[src/rtl/ctc_pkg.sv]
// What this block does
// - compare counter with comparators, match raises interrupt
// - three-bit field selects the counter clock source
// - external pin counts on chosen edge
// - separate interrupts for comparator a and p
// - second output pin is inverse of first
// - compare mode: a match forces high, low, toggles
// - compare a low byte write loads holding buffer only
// - compare a high byte write also copies buffer low
// - high byte read captures low byte into buffer
// - low byte read returns holding buffer
// - sixteen-bit up counter, internal or external clock
// - p checks upper byte, a checks all
// - software only clears counter via counter-on rise
// - overflow or selected match clears the counter
// - compare output, timer/counter and pwm modes
// - mode codes: 00 compare, 10 pwm, 11 timer
// - clock codes: sys/4, sys, h/16, h/64, sub, ext
// - pause bit holds counter, resumes from value
// - clear select (compare and timer modes): a match, else p/overflow
package ctc_pkg;

    localparam int ADDR_W = 8;

    ////////////////////////////////////////////////////////////////////////////
    // register byte addresses
    localparam logic [7:0] OFF_CTRL0    = 8'h00;
    localparam logic [7:0] OFF_CTRL1    = 8'h04;
    localparam logic [7:0] OFF_CNT_LO   = 8'h08;
    localparam logic [7:0] OFF_CNT_HI   = 8'h0c;
    localparam logic [7:0] OFF_CMPA_LO  = 8'h10;
    localparam logic [7:0] OFF_CMPA_HI  = 8'h14;
    localparam logic [7:0] OFF_PERIOD   = 8'h18;
    localparam logic [7:0] OFF_INT_STAT = 8'h1c;
    localparam logic [7:0] OFF_INT_MASK = 8'h20;

    ////////////////////////////////////////////////////////////////////////////
    // field codes
    localparam logic [1:0] MODE_CMP = 2'h0;
    localparam logic [1:0] MODE_PWM = 2'h2;
    localparam logic [1:0] MODE_TMR = 2'h3;
    localparam logic [1:0] IO_NONE  = 2'h0;
    localparam logic [1:0] IO_LOW   = 2'h1;
    localparam logic [1:0] IO_HIGH  = 2'h2;
    localparam logic [1:0] IO_TOG   = 2'h3;
    localparam logic [1:0] IO_PWM_INACT = 2'h0;
    localparam logic [1:0] IO_PWM_ACT   = 2'h1;
    localparam logic [1:0] IO_PWM_RUN   = 2'h2;
    localparam logic [2:0] CK_SYS4     = 3'h0;
    localparam logic [2:0] CK_SYS      = 3'h1;
    localparam logic [2:0] CK_H16      = 3'h2;
    localparam logic [2:0] CK_H64      = 3'h3;
    localparam logic [2:0] CK_SUB0     = 3'h4;
    localparam logic [2:0] CK_SUB1     = 3'h5;
    localparam logic [2:0] CK_EXT_RISE = 3'h6;
    localparam logic [2:0] CK_EXT_FALL = 3'h7;
    localparam int IRQ_A = 0;
    localparam int IRQ_P = 1;

    ////////////////////////////////////////////////////////////////////////////
    // timing: high clock is pclk itself, sub clock made by divider
    localparam int CLK_HZ   = 100_000_000;
    localparam int SUB_HZ   = 32_768;
    localparam int SUB_DIV  = CLK_HZ / SUB_HZ;
    localparam int DIV_SYS4 = 4;
    localparam int DIV_H16  = 16;
    localparam int DIV_H64  = 64;

    ////////////////////////////////////////////////////////////////////////////
    typedef struct packed {
        logic       pause;
        logic [2:0] cksel;
        logic       on;
        logic [2:0] rsvd;
    } ctc_ctl0_t;

    typedef struct packed {
        logic [1:0] mode;
        logic [1:0] io;
        logic       oc;
        logic       pol;
        logic       dpx;
        logic       clr_sel;
    } ctc_ctl1_t;

    typedef struct packed {
        ctc_ctl0_t   ctl0;
        ctc_ctl1_t   ctl1;
        logic [15:0] compare_a_value;
        logic [7:0]  compare_p_value;
        logic [15:0] count;
        logic [7:0]  hold;
        logic [1:0]  stat;
        logic [1:0]  mask;
        logic [5:0]  presc;
        logic [11:0] subcnt;
        logic        ext_s1;
        logic        ext_s2;
        logic        ext_s3;
        logic        out_lvl;
        logic        pin;
        logic        irq;
        logic [31:0] prdata;
        logic        pslverr;
    } ctc_state_t;

    localparam ctc_state_t STATE_RST = '0;

endpackage

[src/rtl/ctc_timer.sv]
// The implementer's own choices: the APB register port and the address map.
`timescale 1ns/10ps
`default_nettype none
module ctc_timer #(
    parameter int SUB_DIV = ctc_pkg::SUB_DIV
) (
    input  wire logic                       pclk,
    input  wire logic                       presetn,
    input  wire logic                       psel,
    input  wire logic                       penable,
    input  wire logic                       pwrite,
    input  wire logic [ctc_pkg::ADDR_W-1:0] paddr,
    input  wire logic [31:0]                pwdata,
    output logic [31:0]                     prdata,
    output logic                            pready,
    output logic                            pslverr,
    input  wire logic                       ext_clock_pin,
    output logic                            timer_output_pin,
    output logic                            inverted_output_pin,
    output logic                            irq
);

    ctc_pkg::ctc_state_t s;
    ctc_pkg::ctc_state_t next_s;

    logic        setup;
    logic        wr_acc;
    logic        rd_setup;
    logic        tick;
    logic        cnt_en;
    logic        evt_a;
    logic        evt_p;
    logic        clr;
    logic        on_rise;
    logic        duty;
    logic        mapped;
    logic [31:0] rd_mux;
    logic [7:0]  wbyte;

    ////////////////////////////////////////////////////////////////////////////
    // combinational next state
    always_comb begin
        next_s  = s;
        setup   = psel && !penable;
        wr_acc  = psel && penable && pwrite;
        rd_setup = psel && !penable && !pwrite;
        wbyte   = pwdata[7:0];
        on_rise = 1'b0;
        duty    = 1'b0;

        // prescaler and sub clock divider run free
        next_s.presc = s.presc + 6'h01;
        if (s.subcnt == 12'(SUB_DIV - 1)) begin
            next_s.subcnt = 12'h000;
        end else begin
            next_s.subcnt = s.subcnt + 12'h001;
        end

        // pin synchroniser, edge seen between stages two and three
        next_s.ext_s1 = ext_clock_pin;
        next_s.ext_s2 = s.ext_s1;
        next_s.ext_s3 = s.ext_s2;

        unique case (s.ctl0.cksel)
            ctc_pkg::CK_SYS4: tick = s.presc[1:0] == 2'(ctc_pkg::DIV_SYS4 - 1);
            ctc_pkg::CK_SYS:  tick = 1'b1;
            ctc_pkg::CK_H16:  tick = s.presc[3:0] == 4'(ctc_pkg::DIV_H16 - 1);
            ctc_pkg::CK_H64:  tick = s.presc == 6'(ctc_pkg::DIV_H64 - 1);
            ctc_pkg::CK_SUB0,
            ctc_pkg::CK_SUB1: tick = s.subcnt == 12'(SUB_DIV - 1);
            ctc_pkg::CK_EXT_RISE: tick = s.ext_s2 && !s.ext_s3;
            ctc_pkg::CK_EXT_FALL: tick = !s.ext_s2 && s.ext_s3;
        endcase

        // events are taken on the count edge that leaves the match value
        cnt_en = s.ctl0.on && !s.ctl0.pause && tick;
        evt_a  = cnt_en && (s.count == s.compare_a_value);
        // p matches at the last count of its upper byte; zero means overflow
        evt_p  = cnt_en && (s.count == {s.compare_p_value - 8'h01, 8'hff});

        if (s.ctl1.mode == ctc_pkg::MODE_PWM) begin
            clr = s.ctl1.dpx ? evt_a : evt_p;
        end else begin
            clr = s.ctl1.clr_sel ? evt_a : evt_p;
        end

        if (cnt_en) begin
            next_s.count = clr ? 16'h0000 : s.count + 16'h0001;
        end

        // output level per mode
        unique case (s.ctl1.mode)
            ctc_pkg::MODE_CMP: begin
                if (evt_a) begin
                    unique case (s.ctl1.io)
                        ctc_pkg::IO_NONE: next_s.out_lvl = s.out_lvl;
                        ctc_pkg::IO_LOW:  next_s.out_lvl = 1'b0;
                        ctc_pkg::IO_HIGH: next_s.out_lvl = 1'b1;
                        ctc_pkg::IO_TOG:  next_s.out_lvl = !s.out_lvl;
                    endcase
                end
            end
            ctc_pkg::MODE_PWM: begin
                duty = s.ctl1.dpx ? (s.count[15:8] < s.compare_p_value) : (s.count < s.compare_a_value);
                unique case (s.ctl1.io)
                    ctc_pkg::IO_PWM_ACT: next_s.out_lvl = s.ctl1.oc;
                    ctc_pkg::IO_PWM_RUN: next_s.out_lvl = duty ? s.ctl1.oc : !s.ctl1.oc;
                    default:             next_s.out_lvl = !s.ctl1.oc;
                endcase
            end
            // timer mode and the undefined code leave the pin parked
            default: next_s.out_lvl = s.out_lvl;
        endcase

        // sticky interrupt status, set beats a same-cycle clear
        next_s.stat[ctc_pkg::IRQ_A] = s.stat[ctc_pkg::IRQ_A] || evt_a;
        next_s.stat[ctc_pkg::IRQ_P] = s.stat[ctc_pkg::IRQ_P] || evt_p;

        // read mux, sampled in setup so prdata is a flop in access
        mapped = 1'b1;
        rd_mux = 32'h0000_0000;
        unique case (paddr)
            ctc_pkg::OFF_CTRL0:    rd_mux[7:0] = {s.ctl0[7:3], 3'h0};
            ctc_pkg::OFF_CTRL1:    rd_mux[7:0] = s.ctl1;
            ctc_pkg::OFF_CNT_LO,
            ctc_pkg::OFF_CMPA_LO:  rd_mux[7:0] = s.hold;
            ctc_pkg::OFF_CNT_HI:   rd_mux[7:0] = s.count[15:8];
            ctc_pkg::OFF_CMPA_HI:  rd_mux[7:0] = s.compare_a_value[15:8];
            ctc_pkg::OFF_PERIOD:   rd_mux[7:0] = s.compare_p_value;
            ctc_pkg::OFF_INT_STAT: rd_mux[1:0] = s.stat;
            ctc_pkg::OFF_INT_MASK: rd_mux[1:0] = s.mask;
            default:               mapped = 1'b0;
        endcase
        if (setup) begin
            next_s.prdata  = pwrite ? 32'h0000_0000 : rd_mux;
            next_s.pslverr = !mapped;
        end

        // high byte read latches its low byte on the edge that loads prdata,
        // so a carry between setup and access cannot tear the pair
        if (rd_setup && paddr == ctc_pkg::OFF_CNT_HI) begin
            next_s.hold = s.count[7:0];
        end
        if (rd_setup && paddr == ctc_pkg::OFF_CMPA_HI) begin
            next_s.hold = s.compare_a_value[7:0];
        end

        if (wr_acc) begin
            unique case (paddr)
                ctc_pkg::OFF_CTRL0: begin
                    next_s.ctl0      = wbyte;
                    next_s.ctl0.rsvd = 3'h0;
                    on_rise          = wbyte[3] && !s.ctl0.on;
                end
                ctc_pkg::OFF_CTRL1:    next_s.ctl1 = wbyte;
                // low byte only reaches the holding buffer
                ctc_pkg::OFF_CMPA_LO:  next_s.hold = wbyte;
                ctc_pkg::OFF_CMPA_HI:  next_s.compare_a_value = {wbyte, s.hold};
                ctc_pkg::OFF_PERIOD:   next_s.compare_p_value = wbyte;
                ctc_pkg::OFF_INT_STAT: next_s.stat = next_s.stat & ~(pwdata[1:0] & ~{evt_p, evt_a});
                ctc_pkg::OFF_INT_MASK: next_s.mask = pwdata[1:0];
                // counter is read only; other addresses ignore writes
                default: ;
            endcase
        end

        // only a counter-on rise lets software touch the counter
        if (on_rise) begin
            next_s.count = 16'h0000;
            if (s.ctl1.mode == ctc_pkg::MODE_CMP || s.ctl1.mode == ctc_pkg::MODE_PWM) begin
                next_s.out_lvl = s.ctl1.oc;
            end
        end

        next_s.pin = next_s.out_lvl ^ next_s.ctl1.pol;
        next_s.irq = |(next_s.stat & next_s.mask);
    end

    ////////////////////////////////////////////////////////////////////////////
    always_ff @(posedge pclk or negedge presetn) begin
        if (!presetn) begin
            s <= ctc_pkg::STATE_RST;
        end else begin
            s <= next_s;
        end
    end

    // no wait states; error answer only on unmapped addresses
    assign pready              = 1'b1;
    assign prdata              = s.prdata;
    assign pslverr             = s.pslverr;
    assign irq                 = s.irq;
    assign timer_output_pin    = s.pin;
    assign inverted_output_pin = !s.pin;
endmodule
`default_nettype wire

[config.mk]
export PLATFORM = sky130hd
export DESIGN_NAME = ctc_timer
export DESIGN_NICKNAME = d
export VERILOG_FILES = /design/src/rtl/ctc_pkg.sv /design/src/rtl/ctc_timer.sv
export SDC_FILE = /design/constraint.sdc
export NUM_CORES = 1
export LEC_CHECK = 0
export BUFFER_PORTS_ARGS = -buffer_cell sky130_fd_sc_hd__buf_2
export CAP_MARGIN = 20
export CELL_PAD_IN_SITES_DETAIL_PLACEMENT = 0
export CELL_PAD_IN_SITES_GLOBAL_PLACEMENT = 1
export CORE_MARGIN = 10
export CORE_UTILIZATION = 45
export CTS_CLUSTER_SIZE = 28
export DETAILED_ROUTE_END_ITERATION = 6
export PLACE_DENSITY = 0.82
export SLEW_MARGIN = 20
export SYNTH_ARGS = -nofsm -noshare
export SYNTH_HDL_FRONTEND = slang
export SYNTH_SLANG_ARGS = --single-unit
[constraint.sdc]
create_clock -name pclk -period 3.1 [get_ports pclk]
set_input_delay 0.62 -clock pclk [delete_from_list [all_inputs] [get_ports pclk]]
set_output_delay 0.62 -clock pclk [all_outputs]
set_load 0.1 [all_outputs]
==> results.env <==
OUTCOME='completed'
DRC=0
DRIVE_ABOVE_1_SHARE_PCT=18.09
WORSTMARGINPINSLEW_PS=765.3
PLACEMENTROWS=42
WORST_REG_TO_REG_CELLS=10
YOSYS.AREA_SHARE.XOR_XNOR_PCT=4.106
HTREEDEPTH=3
REGTOREGSETUPSLACK_PS=450
SLEW_HEADROOM_PCT=48.85
FIN_SKEW_PS=6.476
CTS_MAX_PATH_BUFFERS=2
FINAL.SETUP.WORST_SLACK_PS=449.4
GRT_FIRST_PASS_WIRELENGTH_UM=24920
SYNTH.FF_LATCH_COUNT=98
SYNTH_COMPOUND_GATE_AREA_SHARE_PCT=12.51
CTS_RESIZED=0
NUMCLOCKSINKS=98
CLOCK_INSERTION_DELAY_WORST_SKEW_PS=350
SYNTH_ENABLE_FLOP_CELLS=0
CTS-ROOT-BUF='sky130_fd_sc_hd__clkbuf_16'
YS_SEQ_AREA_SHARE_PCT=41.06
POSTLAYOUTCELLAREA_UM2=6631
DRT-PASS1-ITER-COUNT=5
CTS.REPORTEDPATHS.CLKPINSLEW_PS=70
REPORT.FINAL.HOLD_VIOL_COUNT=0
SHARE_OF_ASYNC_SETTABLE_OR_ASYNC_RESETTABLE_FLOPS_AFTER_SYNTHESIS_PCT=100.0
CRITPATHLAUNCHTYPE='flip-flop'
RSZ0062_AT_GRT='no'
REQUIRED_TIME_AT_THE_ENDPOINT_OF_THE_CRITICAL_PATH_PS=3370
TOTALPOWERFINAL_W=0.003166
SYNTHESIS.AREA_UM2=5973
SEQ_AREA_UM2=2452
SETUP_VIOLATIONS=0
POSTSYNTHCELLCOUNT=627
DIE_AREA_UM2=18280
GP_ROUTABILITY_CONGESTION=0.8837
INITIALDRTVIOLATIONCOUNT=404
FINAL_LAYOUT_NET_COUNT=741
YOSYS.AREA_SHARE.ADDER_PCT=6.494
TIMING.FINAL.CRIT_SHARE_PCT=85.50
CORE_REGION_AREA_UM2=13140
SYNTH_LARGEST_TYPE_AREA_FRACTION_PCT=41.06
POSTSYNTHAREAPERCELL_UM2=9.527
DIE-WIDTH_UM=135.2
ENDPOINT_OF_THE_LOWEST_SLACK_REGISTER_TO_REGISTER_PATH='timer_output_pin'
YS_WARN_COUNT=0
DRV_SLEW=0
YS_TOP_CELLS_BY_AREA='sky130_fd_sc_hd__dfrtp_1 41%, sky130_fd_sc_hd__mux2_2 8.1%, sky130_fd_sc_hd__ha_1 6.5%'
CTS_TREE='done'
PLACED_AREA_UM2=6289
SETUP_TNS_PS=0
DRTANTENNAVIOLNETS=0
ANTENNADIODECOUNT=0
IO_BUFFERS=33
GR-TOTAL-OVERFLOW=0
PLACE_WORST_SETUP_SLACK_PS=258.7
LAYOUT-AREA-OVERHEAD-VS-SYNTH_PCT=11.02
MOST_NUMEROUS_CELL_TYPES_IN_THE_SYNTHESIZED_NETLIST='98 x sky130_fd_sc_hd__dfrtp_1, 64 x sky130_fd_sc_hd__nand2_1, 49 x sky130_fd_sc_hd__nor2_1'
YOSYS-MUX-AREA-FRACTION_PCT=10.12
PIN_COUNT=83
WORST_R2R_STARTPOINT='s[108]'
TIMING.FMAX_GHz=0.3773
GRT_MAX_DEGREE=51
DETAIL_ROUTE.WL_PER_CELL_UM=18.44
ROUTED_WIRELENGTH_UM=15590
CTS_BUFFERS=9
CTS_HOLD_BUF=0
PERIOD_MINUS_SLACK_PS=2651
POWER_DENSITY_nW_PER_UM2=477.5
ANTENNA_VIOLATIONS_BEFORE_REPAIR=0
DETAILROUTE.VIA_COUNT=4755
VDD.IR_DROP.WORST_mV=0.3698
SYNTH_TOP_FAMILY_BY_AREA='simple AND/OR/NAND/NOR gates'
POSTCTSSETUPBUFFERS=0
SYNTH_CELL_TYPES=59
DIE_Y_UM=135.2
MULTI_INPUT_COMB_AREA_UM2=3147
LEAKAGE_POWER_nW=3.125
DOMINANTREGCELLSYNTH='sky130_fd_sc_hd__dfrtp_1'
VIAS_PER_CELL=5.627
WORSTPATHMAXFANOUT=3
POST-DP-HPWL_UM=12000
NUMBER_OF_GLOBAL_ROUTE_VIAS_BEFORE_REPAIR=4815
SYNTH_LARGEST_AREA_CELL='sky130_fd_sc_hd__dfrtp_1'
YOSYS.AREA_SHARE.SIMPLE_PCT=17.89
CRITICAL_PATH_ARRIVAL_PS=2920
DRV.MAX_CAP_VIOLATION_COUNT=0
NUM-FILL-CELLS=1209
CRITICAL_PATH_CLASS='flip-flop to flip-flop'
YOSYSMOSTFREQUENTCELL='sky130_fd_sc_hd__dfrtp_1'
ENDPOINT_CLASS_OF_THE_CRITICAL_PATH='flip-flop'
WORST_HOLD_PATH_TYPE='input pin to async pin'
GRT_USAGE_PCT=17.07
INITIAL_UTILIZATION_PCT=45.47
-- metal layers --
metal	track usage, %	wire length [um]	share of wire [%]
met5	0	0	0
met4	5.981	435	2.8
met3	4.674	1175	7.5
met2	27.48	7294	47
met1	21.55	6680	43
-- stage by stage --
step	cells	utilization [%]	hold slack, ps
floorplan	650	-	324.4
global placement	829	47.87	340.2
detailed placement	829	47.87	347.6
CTS	845	50.48	330.1
global route	845	50.48	345.6
finish	845	50.48	313.2
-- worst max path at each step --
stage,from,end,slack [ps]
6_report,s[108],timer_output_pin,450
5_1_grt,s[108],timer_output_pin,250
4_1_cts,s[108],timer_output_pin,460
3_5_place_dp,paddr[1],timer_output_pin,260
3_3_place_gp,paddr[1],timer_output_pin,280
2_1_floorplan,paddr[4],s[71],510
-- cells in the final DEF, fill, tap and decap left out, types with 4 or more instances in the layout --
| master | instances |
|---|---|
| sky130_fd_sc_hd__nand3_1 | 24 |
| sky130_fd_sc_hd__nand2_1 | 64 |
| sky130_fd_sc_hd__xnor2_1 | 17 |
| sky130_fd_sc_hd__nand2b_1 | 5 |
| sky130_fd_sc_hd__and2_1 | 11 |
| sky130_fd_sc_hd__a222oi_1 | 4 |
| sky130_fd_sc_hd__mux2_2 | 43 |
| sky130_fd_sc_hd__dfrtp_1 | 98 |
| sky130_fd_sc_hd__inv_1 | 37 |
| sky130_fd_sc_hd__nor2_1 | 49 |
| sky130_fd_sc_hd__nand4_1 | 11 |
| sky130_fd_sc_hd__o211ai_1 | 11 |
| sky130_fd_sc_hd__clkbuf_16 | 9 |
| sky130_fd_sc_hd__conb_1 | 25 |
| sky130_fd_sc_hd__xor2_1 | 11 |
| sky130_fd_sc_hd__buf_2 | 32 |
| sky130_fd_sc_hd__o21ai_0 | 29 |
| sky130_fd_sc_hd__a21o_1 | 5 |
| sky130_fd_sc_hd__nor3_1 | 12 |
| sky130_fd_sc_hd__a22oi_1 | 6 |
| sky130_fd_sc_hd__buf_4 | 20 |
| sky130_fd_sc_hd__ha_1 | 31 |
| sky130_fd_sc_hd__and3_1 | 9 |
| sky130_fd_sc_hd__or3_1 | 4 |
| sky130_fd_sc_hd__mux2i_1 | 12 |
| sky130_fd_sc_hd__a21oi_1 | 24 |
| sky130_fd_sc_hd__o31ai_1 | 6 |
| sky130_fd_sc_hd__nand3b_1 | 6 |
-- state kept, by name, summed over array words and instances (netlist names) --
signal	cells
irq	1
next_s	2
prdata	8
pslverr	1
s	85
timer_output_pin	1
-- cells by family (layout without fill, tap and decap cells) --
kind of cell | after synthesis | after routing
buffers and inverters | 87 | 106
adders and majority gates | 31 | 31
and+or+nand+nor | 215 | 215
other | 2 | 25
xor gates and xnor gates | 28 | 28
AOI/OAI and AO/OA | 111 | 111
muxes | 55 | 55
DFF | 98 | 98
-- worst max-delay path, cell delays in order (launching register included) --
cell	delay [ps]
sky130_fd_sc_hd__dfrtp_1	380
sky130_fd_sc_hd__inv_1	70
sky130_fd_sc_hd__ha_1	310
sky130_fd_sc_hd__nand4_1	130
sky130_fd_sc_hd__or3_1	450
sky130_fd_sc_hd__nor3_1	270
sky130_fd_sc_hd__buf_4	180
sky130_fd_sc_hd__and2_1	240
sky130_fd_sc_hd__nand3_1	160
sky130_fd_sc_hd__a31oi_4	200
sky130_fd_sc_hd__xor2_1	170
-- where the power goes --
group          total [W]  internal, W  switching (W)
combinational   0.000520     0.000126       0.000394
sequential       0.00136      0.00132      0.0000442
clock            0.00128     0.000787       0.000495
-- layout make-up --
| cell class | count | share of cell area (%) |
|---|---|---|
| clock inverters | 7 | 1.774 |
| inverters | 37 | 2.094 |
| well taps | 176 | 3.321 |
| clock buffers | 9 | 3.396 |
| flip-flops and latches | 98 | 36.98 |
| repair buffers | 53 | 4.981 |
| multi-input cells | 465 | 47.45 |
Note: power is estimated with default switching activity, not from simulation.
